==> src/pscg_pkg.sv <==
// pscg_pkg: constants for the power-save clock gating block
// assumes a 250 MHz system clock and a plain strobe register port
package pscg_pkg;
  // register offsets (word index on the register port)
  localparam logic [3:0]  ADDR_DIV_CTRL  = 4'h0;
  localparam logic [3:0]  ADDR_GATE1     = 4'h1;
  localparam logic [3:0]  ADDR_PWR_CTRL  = 4'h2;
  localparam logic [3:0]  ADDR_PWR_STAT  = 4'h3;
  // clock divider control fields
  localparam int          RECOVER_BIT    = 15;
  localparam int          RATIO_HI       = 14;
  localparam int          RATIO_LO       = 12;
  localparam int          SLOW_EN_BIT    = 11;
  localparam logic [15:0] DIV_CTRL_MASK  = 16'hF800;
  localparam logic [15:0] DIV_CTRL_RESET = 16'h0000;
  // module gate register 1: implemented bits
  localparam int          ADC_BIT        = 0;
  localparam int          SPI_BIT        = 3;
  localparam int          UART_BIT       = 5;
  localparam int          I2C_BIT        = 7;
  localparam int          PWM_BIT        = 9;
  localparam int          TMR1_BIT       = 11;
  localparam int          TMR2_BIT       = 12;
  localparam int          TMR3_BIT       = 13;
  localparam logic [15:0] GATE1_MASK     = 16'h3AA9;
  localparam logic [15:0] GATE1_RESET    = 16'h0000;
  // power control: watchdog and clock monitor enables
  localparam int          WDT_EN_BIT     = 0;
  localparam int          MONITOR_EN_BIT = 1;
  localparam logic [15:0] PWR_CTRL_MASK  = 16'h0003;
  localparam logic [15:0] PWR_CTRL_RESET = 16'h0000;
  // power-save instruction operands
  localparam logic [1:0]  MODE_SLEEP     = 2'h0;
  localparam logic [1:0]  MODE_IDLE      = 2'h1;
  // wake to resume: 2 to 4 cycles allowed, we take 3
  localparam int          WAKE_MIN_CYC   = 2;
  localparam int          WAKE_MAX_CYC   = 4;
  localparam logic [2:0]  WAKE_CYC       = 3'h3;
  // module gate change delay: one instruction cycle
  localparam int          GATE_DLY_CYC   = 1;
  typedef enum logic [1:0] {
    PS_RUN   = 2'b00,
    PS_IDLE  = 2'b01,
    PS_SLEEP = 2'b10,
    PS_WAKE  = 2'b11
  } pscg_state_type;
endpackage

==> src/pscg_doze_div.sv <==
// pscg_doze_div: cpu clock enable divider for doze operation
// assumes one system clock; ratio is a power-of-two exponent
`timescale 1ns/1ns
module pscg_doze_div (
  // clock and reset
  input  wire logic       sys_clk_in,
  input  wire logic       rst_b_in,
  // control
  input  wire logic       slow_in,
  input  wire logic [2:0] ratio_in,
  // enable pulse
  output logic            cpu_en_out
);
  logic [6:0] count;
  logic [6:0] next_count;
  logic [6:0] limit;
  logic       next_en;

  // ratio n divides by 2**n, 0 means 1:1
  always_comb begin
    limit = 7'((8'h01 << ratio_in) - 8'h01);
    next_count = 7'h00;
    next_en = 1'b1;
    if (slow_in && (limit != 7'h00)) begin
      next_en = (count == limit);
      next_count = (count == limit) ? 7'h00 : 7'(count + 7'h01);
    end
  end

  always_ff @(posedge sys_clk_in or negedge rst_b_in) begin
    if (!rst_b_in) begin
      count <= 7'h00;
      cpu_en_out <= 1'b1;
    end else begin
      count <= next_count;
      cpu_en_out <= next_en;
    end
  end
endmodule

==> src/pscg_top.sv <==
// pscg_top: idle/sleep entry, doze clock slowing and module clock gates
// assumes registers reached by a plain strobe port and a core that
// issues the power-save instruction as a one-cycle pulse with operand
//
// How it works
// RULE1 - only the power-save instruction enters low power
// RULE2 - idle halts cpu instruction execution
// RULE3 - idle entry clears the watchdog counter
// RULE4 - idle keeps system and peripheral clocks
// RULE5 - rc oscillator runs if watchdog/monitor on (here the monitor keeps it running only outside sleep)
// RULE6 - enabled interrupt, reset or timeout wakes
// RULE7 - cpu resumes two to four cycles after wake
// RULE8 - peripherals may stop in idle
// RULE9 - interrupt during entry waits, then wakes
// RULE10 - doze slows only cpu, domains stay aligned
// RULE11 - bit 11 enables doze
// RULE12 - bits 14:12 pick ratio, default 1:1
// RULE13 - bit 15 makes interrupts restore full speed
// RULE14 - gate bit stops all module clocks
// RULE15 - gated module ignores writes, reads invalid
// RULE16 - module on if bit clear and present
// RULE17 - gate change lands one instruction later
// RULE18 - gate bit positions for eight modules
// RULE19 - unimplemented gate bits read zero
// RULE20 - ratio codes are powers of two
//
// Decided for this implementation: the address-and-strobe port and the address map.
`timescale 1ns/1ns
module pscg_top #(
  parameter logic [15:0] PRESENT_MASK = 16'h3AA9
) (
  // clock and reset
  input  wire logic        sys_clk_in,
  input  wire logic        rst_b_in,
  // register port
  input  wire logic [3:0]  reg_addr_in,
  input  wire logic [15:0] reg_wdata_in,
  input  wire logic        reg_wr_in,
  input  wire logic        reg_rd_in,
  output logic [15:0]      reg_rdata_out,
  // core side
  input  wire logic        pwrsave_in,
  input  wire logic [1:0]  pwrsave_mode_in,
  input  wire logic        irq_pending_in,
  input  wire logic        wdt_timeout_in,
  input  wire logic [15:0] stop_in_idle_in,
  output logic             cpu_clk_en_out,
  output logic             cpu_halt_out,
  output logic             wdt_clear_out,
  output logic             sys_osc_en_out,
  output logic             rc_osc_en_out,
  output logic [1:0]       pwr_state_out,
  // per-module clock enables
  output logic [15:0]      periph_clk_en_out,
  output logic [15:0]      periph_access_en_out
);
  pscg_pkg::pscg_state_type state;
  pscg_pkg::pscg_state_type next_state;
  logic [15:0] clock_divider_control;
  logic [15:0] next_clock_divider_control;
  logic [15:0] gate1;
  logic [15:0] next_gate1;
  logic [15:0] pwr_ctrl;
  logic [15:0] next_pwr_ctrl;
  logic [15:0] gate_dly;
  logic [15:0] next_gate_dly;
  logic [2:0]  wake_cnt;
  logic [2:0]  next_wake_cnt;
  logic        recovered_fast;
  logic        next_recovered_fast;
  logic        irq_held;
  logic        next_irq_held;
  logic [15:0] next_rdata;
  logic        div_en;
  logic        low_power;
  logic [15:0] next_clk_en;
  logic [15:0] next_acc_en;
  logic        wdt_on;
  logic        monitor_on;

  assign wdt_on = pwr_ctrl[pscg_pkg::WDT_EN_BIT];
  assign monitor_on = pwr_ctrl[pscg_pkg::MONITOR_EN_BIT];
  assign low_power = (state == pscg_pkg::PS_IDLE) || (state == pscg_pkg::PS_SLEEP);

  // register writes
  always_comb begin
    next_clock_divider_control = clock_divider_control;
    next_gate1 = gate1;
    next_pwr_ctrl = pwr_ctrl;
    if (reg_wr_in) begin
      unique case (reg_addr_in)
        pscg_pkg::ADDR_DIV_CTRL: begin
          next_clock_divider_control = reg_wdata_in & pscg_pkg::DIV_CTRL_MASK; // RULE11 RULE12 RULE13
        end
        pscg_pkg::ADDR_GATE1: begin
          next_gate1 = reg_wdata_in & pscg_pkg::GATE1_MASK; // RULE18 RULE19
        end
        pscg_pkg::ADDR_PWR_CTRL: begin
          next_pwr_ctrl = reg_wdata_in & pscg_pkg::PWR_CTRL_MASK;
        end
        default: begin
        end
      endcase
    end
  end

  // read data, one cycle after the strobe; unmapped reads zero
  always_comb begin
    next_rdata = 16'h0000;
    if (reg_rd_in) begin
      unique case (reg_addr_in)
        pscg_pkg::ADDR_DIV_CTRL: next_rdata = clock_divider_control;
        pscg_pkg::ADDR_GATE1:    next_rdata = gate1; // RULE19
        pscg_pkg::ADDR_PWR_CTRL: next_rdata = pwr_ctrl;
        pscg_pkg::ADDR_PWR_STAT: next_rdata = {13'h0000, recovered_fast, 2'(state)};
        default:                 next_rdata = 16'h0000;
      endcase
    end
  end

  // low-power state machine
  always_comb begin
    next_state = state;
    next_wake_cnt = wake_cnt;
    next_irq_held = 1'b0;
    unique case (state)
      pscg_pkg::PS_RUN: begin
        if (pwrsave_in) begin // RULE1
          next_state = (pwrsave_mode_in == pscg_pkg::MODE_IDLE) ?
                       pscg_pkg::PS_IDLE : pscg_pkg::PS_SLEEP;
          // interrupt coincident with entry is held, then wakes
          next_irq_held = irq_pending_in; // RULE9
        end
      end
      pscg_pkg::PS_IDLE, pscg_pkg::PS_SLEEP: begin
        if (irq_pending_in || wdt_timeout_in || irq_held) begin // RULE6 RULE9
          next_state = pscg_pkg::PS_WAKE;
          next_wake_cnt = pscg_pkg::WAKE_CYC; // RULE7
        end
      end
      pscg_pkg::PS_WAKE: begin
        next_wake_cnt = 3'(wake_cnt - 3'h1);
        if (wake_cnt == 3'h1) begin
          next_state = pscg_pkg::PS_RUN;
        end
      end
    endcase
  end

  // doze interrupt recovery: interrupt returns full speed while recover bit set
  always_comb begin
    next_recovered_fast = recovered_fast;
    if (!clock_divider_control[pscg_pkg::SLOW_EN_BIT] || !clock_divider_control[pscg_pkg::RECOVER_BIT]) begin
      next_recovered_fast = 1'b0;
    end else if (irq_pending_in) begin
      next_recovered_fast = 1'b1; // RULE13
    end
  end

  // gate bits applied one cycle late; idle stop-in-idle per module
  always_comb begin
    next_gate_dly = gate1; // RULE17
    next_clk_en = ~gate_dly & PRESENT_MASK; // RULE14 RULE16
    if (state == pscg_pkg::PS_IDLE) begin
      next_clk_en = next_clk_en & ~stop_in_idle_in; // RULE4 RULE8
    end else if (state == pscg_pkg::PS_SLEEP) begin
      next_clk_en = 16'h0000;
    end
    next_acc_en = ~gate_dly & PRESENT_MASK; // RULE15
  end

  always_ff @(posedge sys_clk_in or negedge rst_b_in) begin
    if (!rst_b_in) begin
      state <= pscg_pkg::PS_RUN;
      clock_divider_control <= pscg_pkg::DIV_CTRL_RESET;
      gate1 <= pscg_pkg::GATE1_RESET;
      pwr_ctrl <= pscg_pkg::PWR_CTRL_RESET;
      gate_dly <= pscg_pkg::GATE1_RESET;
      wake_cnt <= 3'h0;
      recovered_fast <= 1'b0;
      irq_held <= 1'b0;
      reg_rdata_out <= 16'h0000;
      cpu_clk_en_out <= 1'b1;
      cpu_halt_out <= 1'b0;
      wdt_clear_out <= 1'b0;
      sys_osc_en_out <= 1'b1;
      rc_osc_en_out <= 1'b0;
      pwr_state_out <= 2'h0;
      periph_clk_en_out <= 16'h0000;
      periph_access_en_out <= 16'h0000;
    end else begin
      state <= next_state;
      clock_divider_control <= next_clock_divider_control;
      gate1 <= next_gate1;
      pwr_ctrl <= next_pwr_ctrl;
      gate_dly <= next_gate_dly;
      wake_cnt <= next_wake_cnt;
      recovered_fast <= next_recovered_fast;
      irq_held <= next_irq_held;
      reg_rdata_out <= next_rdata;
      // cpu held while low power or waking
      cpu_clk_en_out <= (next_state == pscg_pkg::PS_RUN) && div_en; // RULE2 RULE10
      cpu_halt_out <= (next_state != pscg_pkg::PS_RUN); // RULE2
      wdt_clear_out <= (state == pscg_pkg::PS_RUN) && pwrsave_in; // RULE3
      sys_osc_en_out <= (next_state != pscg_pkg::PS_SLEEP); // RULE4
      rc_osc_en_out <= wdt_on || (monitor_on && (next_state != pscg_pkg::PS_SLEEP)); // RULE5
      pwr_state_out <= 2'(next_state);
      periph_clk_en_out <= next_clk_en;
      periph_access_en_out <= next_acc_en;
    end
  end

  // divider counts system clocks, so cpu edges stay aligned to them
  pscg_doze_div u_div (
    .sys_clk_in (sys_clk_in),
    .rst_b_in   (rst_b_in),
    .slow_in    (clock_divider_control[pscg_pkg::SLOW_EN_BIT] && !recovered_fast), // RULE10 RULE11
    .ratio_in   (clock_divider_control[pscg_pkg::RATIO_HI:pscg_pkg::RATIO_LO]), // RULE12 RULE20
    .cpu_en_out (div_en)
  );
endmodule

==> config.mk <==
export PLATFORM = sky130hd
export DESIGN_NAME = pscg_top
export DESIGN_NICKNAME = d
export VERILOG_FILES = /design/src/pscg_pkg.sv /design/src/pscg_doze_div.sv /design/src/pscg_top.sv
export SDC_FILE = /design/constraint.sdc
export NUM_CORES = 1
export LEC_CHECK = 0
export BUFFER_PORTS_ARGS = -buffer_cell sky130_fd_sc_hd__buf_2
export CORE_AREA = 2 2 84 86
export DETAILED_ROUTE_END_ITERATION = 8
export DIE_AREA = 0 0 86 88
export GPL_ROUTABILITY_DRIVEN = 0
export PLACE_DENSITY = 0.81
export SLEW_MARGIN = 20
export SYNTH_ARGS = -nofsm -noshare
export SYNTH_HDL_FRONTEND = slang
export SYNTH_SLANG_ARGS = --single-unit
==> constraint.sdc <==
create_clock -name sys_clk_in -period 2.3 [get_ports sys_clk_in]
set_input_delay 0.575 -clock sys_clk_in [delete_from_list [all_inputs] [get_ports sys_clk_in]]
set_output_delay 0.575 -clock sys_clk_in [all_outputs]
set_load 0.1 [all_outputs]
## Yosys cells after proc, flatten, opt, wreduce, memory -nomap -nowiden

Index checks and enable logic that the tools add are counted.

| word-level totals | value |
|---|---|
| flip-flop bits (word level) | 83 |
| input port bits | 45 |
| output and inout bits | 55 |
| word-level logic and storage cells | 78 |

| cells by class | value |
|---|---|
| add/sub/neg operators | 3 |
| eq/ne operators | 11 |
| shift-type cells | 1 |
| mux-type cells | 18 |
| bitwise logic cells | 3 |
| reduce and logical (&&, ||, !) cells | 24 |

Operators with widths:

| kind | count |
|---|---|
| 16-bit one-hot mux with 4 select lines | 1 |
| 16-bit 2-to-1 mux | 2 |
| 14-bit by 16-bit bitwise AND with 16-bit output | 1 |
| 16-bit inverter | 1 |
| 14-bit 2-to-1 mux | 1 |
| 7-bit 2-to-1 mux | 2 |
| 14-bit inverter | 1 |
| 4-bit by 2-bit == test with 1-bit output, second input constant | 2 |
| 2-bit 2-to-1 mux | 4 |
| 2-bit AND reduction | 4 |
| 7-bit by 1-bit adder with 7-bit output, second input constant | 1 |
| 7-bit == test | 1 |
| 7-bit nonzero test | 1 |
| 1-bit by 3-bit left shift with 7-bit output, first input constant | 1 |
| 7-bit by 1-bit subtractor with 7-bit output, second input constant | 1 |
| 2-bit one-hot mux with 3 select lines | 1 |
| 3-bit one-hot mux with 2 select lines | 1 |
| 2-bit nonzero test | 3 |
| 1-bit logical AND | 5 |
| 1-bit 2-to-1 mux | 5 |
| 2-bit by 1-bit == test with 1-bit output, second input constant | 2 |
| 2-bit == test, second input constant | 2 |
| 4-bit by 1-bit == test with 1-bit output, second input constant | 1 |
| 2-bit zero test | 2 |
| other kinds (8) | 14 |

## Logic depth before layout (Yosys ltp)

| depth | value |
|---|---|
| depth after elaboration | 7 |
| gate-level depth with buffers | 7 |
| depth with buffers taken out | 7 |

## By module

From an unflattened synthesis, not the netlist that was laid out.

| unflattened totals | value |
|---|---|
| cell total of the unflattened synthesis | 245 |
| area, all modules | 3075.4 um2 |

By module, submodules not included:

| module | times used | cells an instance | area each (um2) | seq. area each (um2) |
|---|---|---|---|---|
| pscg_top | 1 | 189 | 2524.9 | 1579.0 |
| pscg_doze_div | 1 | 56 | 550.5 | 201.4 |

## Worst setup path after synthesis

OpenSTA, ideal clock, no wires.

| timing | value |
|---|---|
| path type | reg2reg |
| start point | register state[1] |
| end point | register cpu_clk_en_out |
| library setup time | 0.068 ns |
| data arrival time | 2.320 ns |
| required time | 2.232 ns |
| slack | -0.087 ns |
| cell stages (with the launch flop) | 8 |
| buffers on the path | 0 |
| period minus slack after synthesis | 2.387 ns |
| path through | dfrtp_1 inv_1 ha_1 o31ai_1 and2_1 o31ai_1 or3_1 nor2_1 |

| between the ends | value |
|---|---|
| word-level cells in the longest chain between the ends | 5 |
| elaborated cells on any way between the ends | 11 |
| classes of those cells | eq/ne: 3; mux: 4; reduce/logical: 4 |

RTL lines:

| what | line | text |
|---|---|---|
| start, declared | pscg_top.sv:57 | `pscg_pkg::pscg_state_type state;` |
| start signal, assigned | pscg_top.sv:174 | `state <= pscg_pkg::PS_RUN;` |
| start signal, assigned | pscg_top.sv:192 | `state <= next_state;` |
| 2-bit by 1-bit == test with 1-bit output / 2-bit == test (equally long branches) | pscg_top.sv:126 | `unique case (state)` |
| 2-bit OR reduction | pscg_top.sv:126 |  |
| 2-bit one-hot mux with 3 select lines (*) | pscg_top.sv:126 |  |
| via next_state[0] | pscg_top.sv:58 | `pscg_pkg::pscg_state_type next_state;` |
| 2-bit zero test (*) | pscg_top.sv:202 | `cpu_clk_en_out <= (next_state == pscg_pkg::PS_RUN) && div_en;` |
| 1-bit logical AND (*) | pscg_top.sv:202 |  |
| end signal, assigned | pscg_top.sv:202 |  |
| end, declared | pscg_top.sv:47 | `output logic cpu_clk_en_out,` |

Mark *: on every way through the listed nets, which the timed path passes. The rest lies on a longest branch.
A chain may end at the register's enable or synchronous reset.

## Worst setup path in the final report

| timing | value |
|---|---|
| start point | register state[1] |
| end point | register rc_osc_en_out |

| between the ends | value |
|---|---|
| word-level cells in the longest chain between the ends | 6 |
| elaborated cells on any way between the ends | 12 |
| classes of those cells | eq/ne: 4; mux: 4; reduce/logical: 4 |

RTL lines:

| what | line | text |
|---|---|---|
| 2-bit by 1-bit == test with 1-bit output / 2-bit == test (equally long branches) | pscg_top.sv:126 |  |
| 2-bit OR reduction | pscg_top.sv:126 |  |
| 2-bit one-hot mux with 3 select lines (*) | pscg_top.sv:126 |  |
| via next_state[0] | pscg_top.sv:58 |  |
| 2-bit inequality test (*) | pscg_top.sv:206 | `rc_osc_en_out <= wdt_on \|\| (monitor_on && (next_state != pscg_pkg::PS_SLEEP));` |
| 1-bit logical AND (*) | pscg_top.sv:206 |  |
| 1-bit logical OR (*) | pscg_top.sv:206 |  |
| end signal, assigned | pscg_top.sv:206 |  |
| end, declared | pscg_top.sv:51 | `output logic rc_osc_en_out,` |

Marked as above.

==> impl_results.md <==
- Clk root buf: clkbuf_8
- Layout Nets: 374
- Die area: 0.00757 sq mm
- CTS Sinks: 71
- DR pass1 iterations: 4
- CP peak stage delay: 430 ps
- Max-slew violations: 0
- Register bit total from synthesis: 71
- Detailed placement HPWL: 4.20 mm
- First-pass GRT wire length: 9.05 mm
- Largest net degree at the start of global routing: 48
- Post-synth top area share: 0.570
- Setup tns final: 0 ps
- Reg2reg path depth: 7
- Starting density of the core: 0.450
- CP Buf/Inv Count: 1
- Synth top area cells: dfrtp_1 (57%), buf_4 (5.3%), mux2_2 (5.3%), ha_1 (2.9%), nor2_1 (2.8%)
- Yosys top cell by area: dfrtp_1
- Post-CTS Setup Bufs: 0
- Crit share post-route: 0.830
- Max-cap violations: 0
- Cell Rows: 30
- Mapped Cells: 251
- Most common cell in the netlist: dfrtp_1
- Peak VDD IR: 0.434 mV
- Layout cells sized above 1: 0.333
- Worst EP arrival: 2200 ps
- Vias: 1993
- Routed WL: 5.72 mm
- Reg2reg setup slack: 390 ps
- Later-pin clock latency in the skew report: 350 ps
- CP required: 2590 ps
- Crit-path slowest cell: dfrtp_2
- Library cells used by synthesis: 44
- Final setup violation count: 0
- Post-synthesis sequential area ratio: 0.596
- CTS tree: yes
- Clk_skew: 10.9 ps
- CTS hold repair buffers: 0
- Hold Path Class: in -> async
- Worst-Margin Slew: 587 ps
- EDFF count, synth: 0
- Port Buffers: 66
- Post-route DRC: 0
- Total CTS buffers: 9
- Layout area overhead: 18.0%
- Global Route Usage Sum: 0.160
- 1st-iter DRT viols: 91
- Status: finished clean
- Area of the multi-input gates: 0.00101 sq mm
- Critical Path, Cell by Cell: inv_1, ha_1, o31ai_1, and2_1, o31ai_1, o21bai_1, a21o_1
- CORE AREA: 0.00664 sq mm
- Crit path max-delay family: compound AO/OA/AOI/OAI gates
- Clock transition at the registers of the reported paths: 80 ps
- CP endpoint kind: flip-flop
- Clock buffer depth: 2
- FF-to-FF Start: state[1]
- Async set-reset flop share out of synthesis: 1.00
- Register area: 0.00178 sq mm
- Crit Path Category: reg -> reg
- Yosys Warn Count: 0
- Via density: 4.90
- Syn_area_per_cell: 11.9 sq um
- Crit path max fanout: 6
- CP dominant cell by count: o31ai_1
- GRT Residual Overflow: 0
- Final hold vios: 0
- Main synth FF type: dfrtp_1
- Die width: 86 microns
- Critical Path Sink: rc_osc_en_out
- Placed instance count: 391
- Initial antenna violation count: 0
- Routed len/inst: 14.0 microns
- FF-to-FF End: rc_osc_en_out
- ANT nets after route: 0
- Synth cell count leaders: dfrtp_1 (68), nor2_1 (22), buf_4 (21), inv_1 (20), mux2_2 (14)
- Cell depth of the worst setup path: 7
- # IOs: 100
- Slew HR: 0.608
- Die Ht: 88 microns
- N_diodes: 0
- Crit path launch: state[1]
- RSZ-0062 raised after global routing: no
- Tmin final: 1910 ps
- Final non-filler cell total: 407
- Fillers: 595
- Vias in the first global route: 1883
- Fmax: 0.524 GHz
- Netlist Area Pre-Place: 0.00299 sq mm
- Ratio of total power to cell area: 1440 mW/mm^2
- Post-CTS sizing: 0
- CP Launch Type: flip-flop
- Leak Pwr: 1.80 nW
- # H-tree levels: 3
==> worst min path at each step <==
| stage | start | endpoint | slack, ps | cells after the start |
|---|---|---|---|---|
| finish | rst_b_in | gate1[3] | 210 | 2 |
| global route | rst_b_in | gate1[3] | 220 | 2 |
| CTS | rst_b_in | gate1[3] | 200 | 2 |
| detailed placement | gate1[7] | gate_dly[7] | 370 | 0 |
| global placement | gate1[7] | gate_dly[7] | 370 | 0 |
| floorplan | rst_b_in | clock_divider_control[11] | 280 | 0 |
==> cell families after synthesis <==
family                     after synthesis  synth area share
other                                    1           0.00126
and+or+nand+nor                         62             0.102
DFF                                     71             0.596
muxes                                   19            0.0695
xor gates and xnor gates                 6            0.0176
AOI/OAI and AO/OA                       37            0.0947
adders and majority gates                7            0.0293
buffers and inverters                   48            0.0897
==> state kept, by name, summed over array words and instances, names as in the netlist, 3 cells and up <==
signal                 flops
gate_dly                   8
gate1                      8
u_div.count                7
clock_divider_control      5
periph_access_en_out       8
wake_cnt                   3
periph_clk_en_out          8
reg_rdata_out             12
==> metrics by stage <==
step / worst slack [ps] / power [mW] / util / hold slack [ps] / instance area [sq um]
finish: 390 / 5.06 / 0.530 / 207 / 3520
global route: 305 / 5.31 / 0.530 / 224 / 3520
CTS: 417 / 5.11 / 0.530 / 202 / 3520
detailed placement: 318 / 4.10 / 0.500 / 372 / 3320
global placement: 374 / 4.04 / 0.500 / 368 / 3320
floorplan: 233 / 3.73 / - / 279 / 3060
==> layer usage <==
layer  track usage  up-vias  part of all wire
li1              -      956                 -
met1         0.209      966              0.44
met3        0.0339       15             0.046
met4         0.108        0             0.027
met5             0        -                 0
met2         0.239       56              0.48
==> placed cells by master (no fill, tap or decap), types with 2 or more instances in the layout <==
cell type and count:
a211oi_1 8, a21oi_1 6, a22o_1 2, a31oi_1 3, and2_1 3, and3_1 6, buf_2 66, buf_4 3
clkbuf_8 9, clkinv_4 2, conb_1 20, dfrtp_1 66, dfrtp_2 2, dfstp_2 3, ha_1 7, inv_1 20
inv_6 3, mux2_2 14, mux2i_1 5, nand2_1 13, nand3_1 3, nor2_1 22, nor2b_1 3, nor3_1 3
o21ai_0 5, o22ai_1 2, o31ai_1 2, or2_2 2, xnor2_1 3, xor2_1 3
==> cell type report <==
class	count	share of cell area
sequential	71	0.506
inverter	20	0.0213
multi-input combinational	151	0.287
clock buffer	9	0.0352
timing repair buffer	69	0.100
clock inverter	7	0.0224
tap	80	0.0284
==> power by group <==
group          internal, mW  switching, mW
Combinational         0.446           1.87
Clock                 0.514          0.487
Sequential             1.57          0.182
Total                  2.53           2.54
No activity file was read; power rests on OpenSTA's default activity.
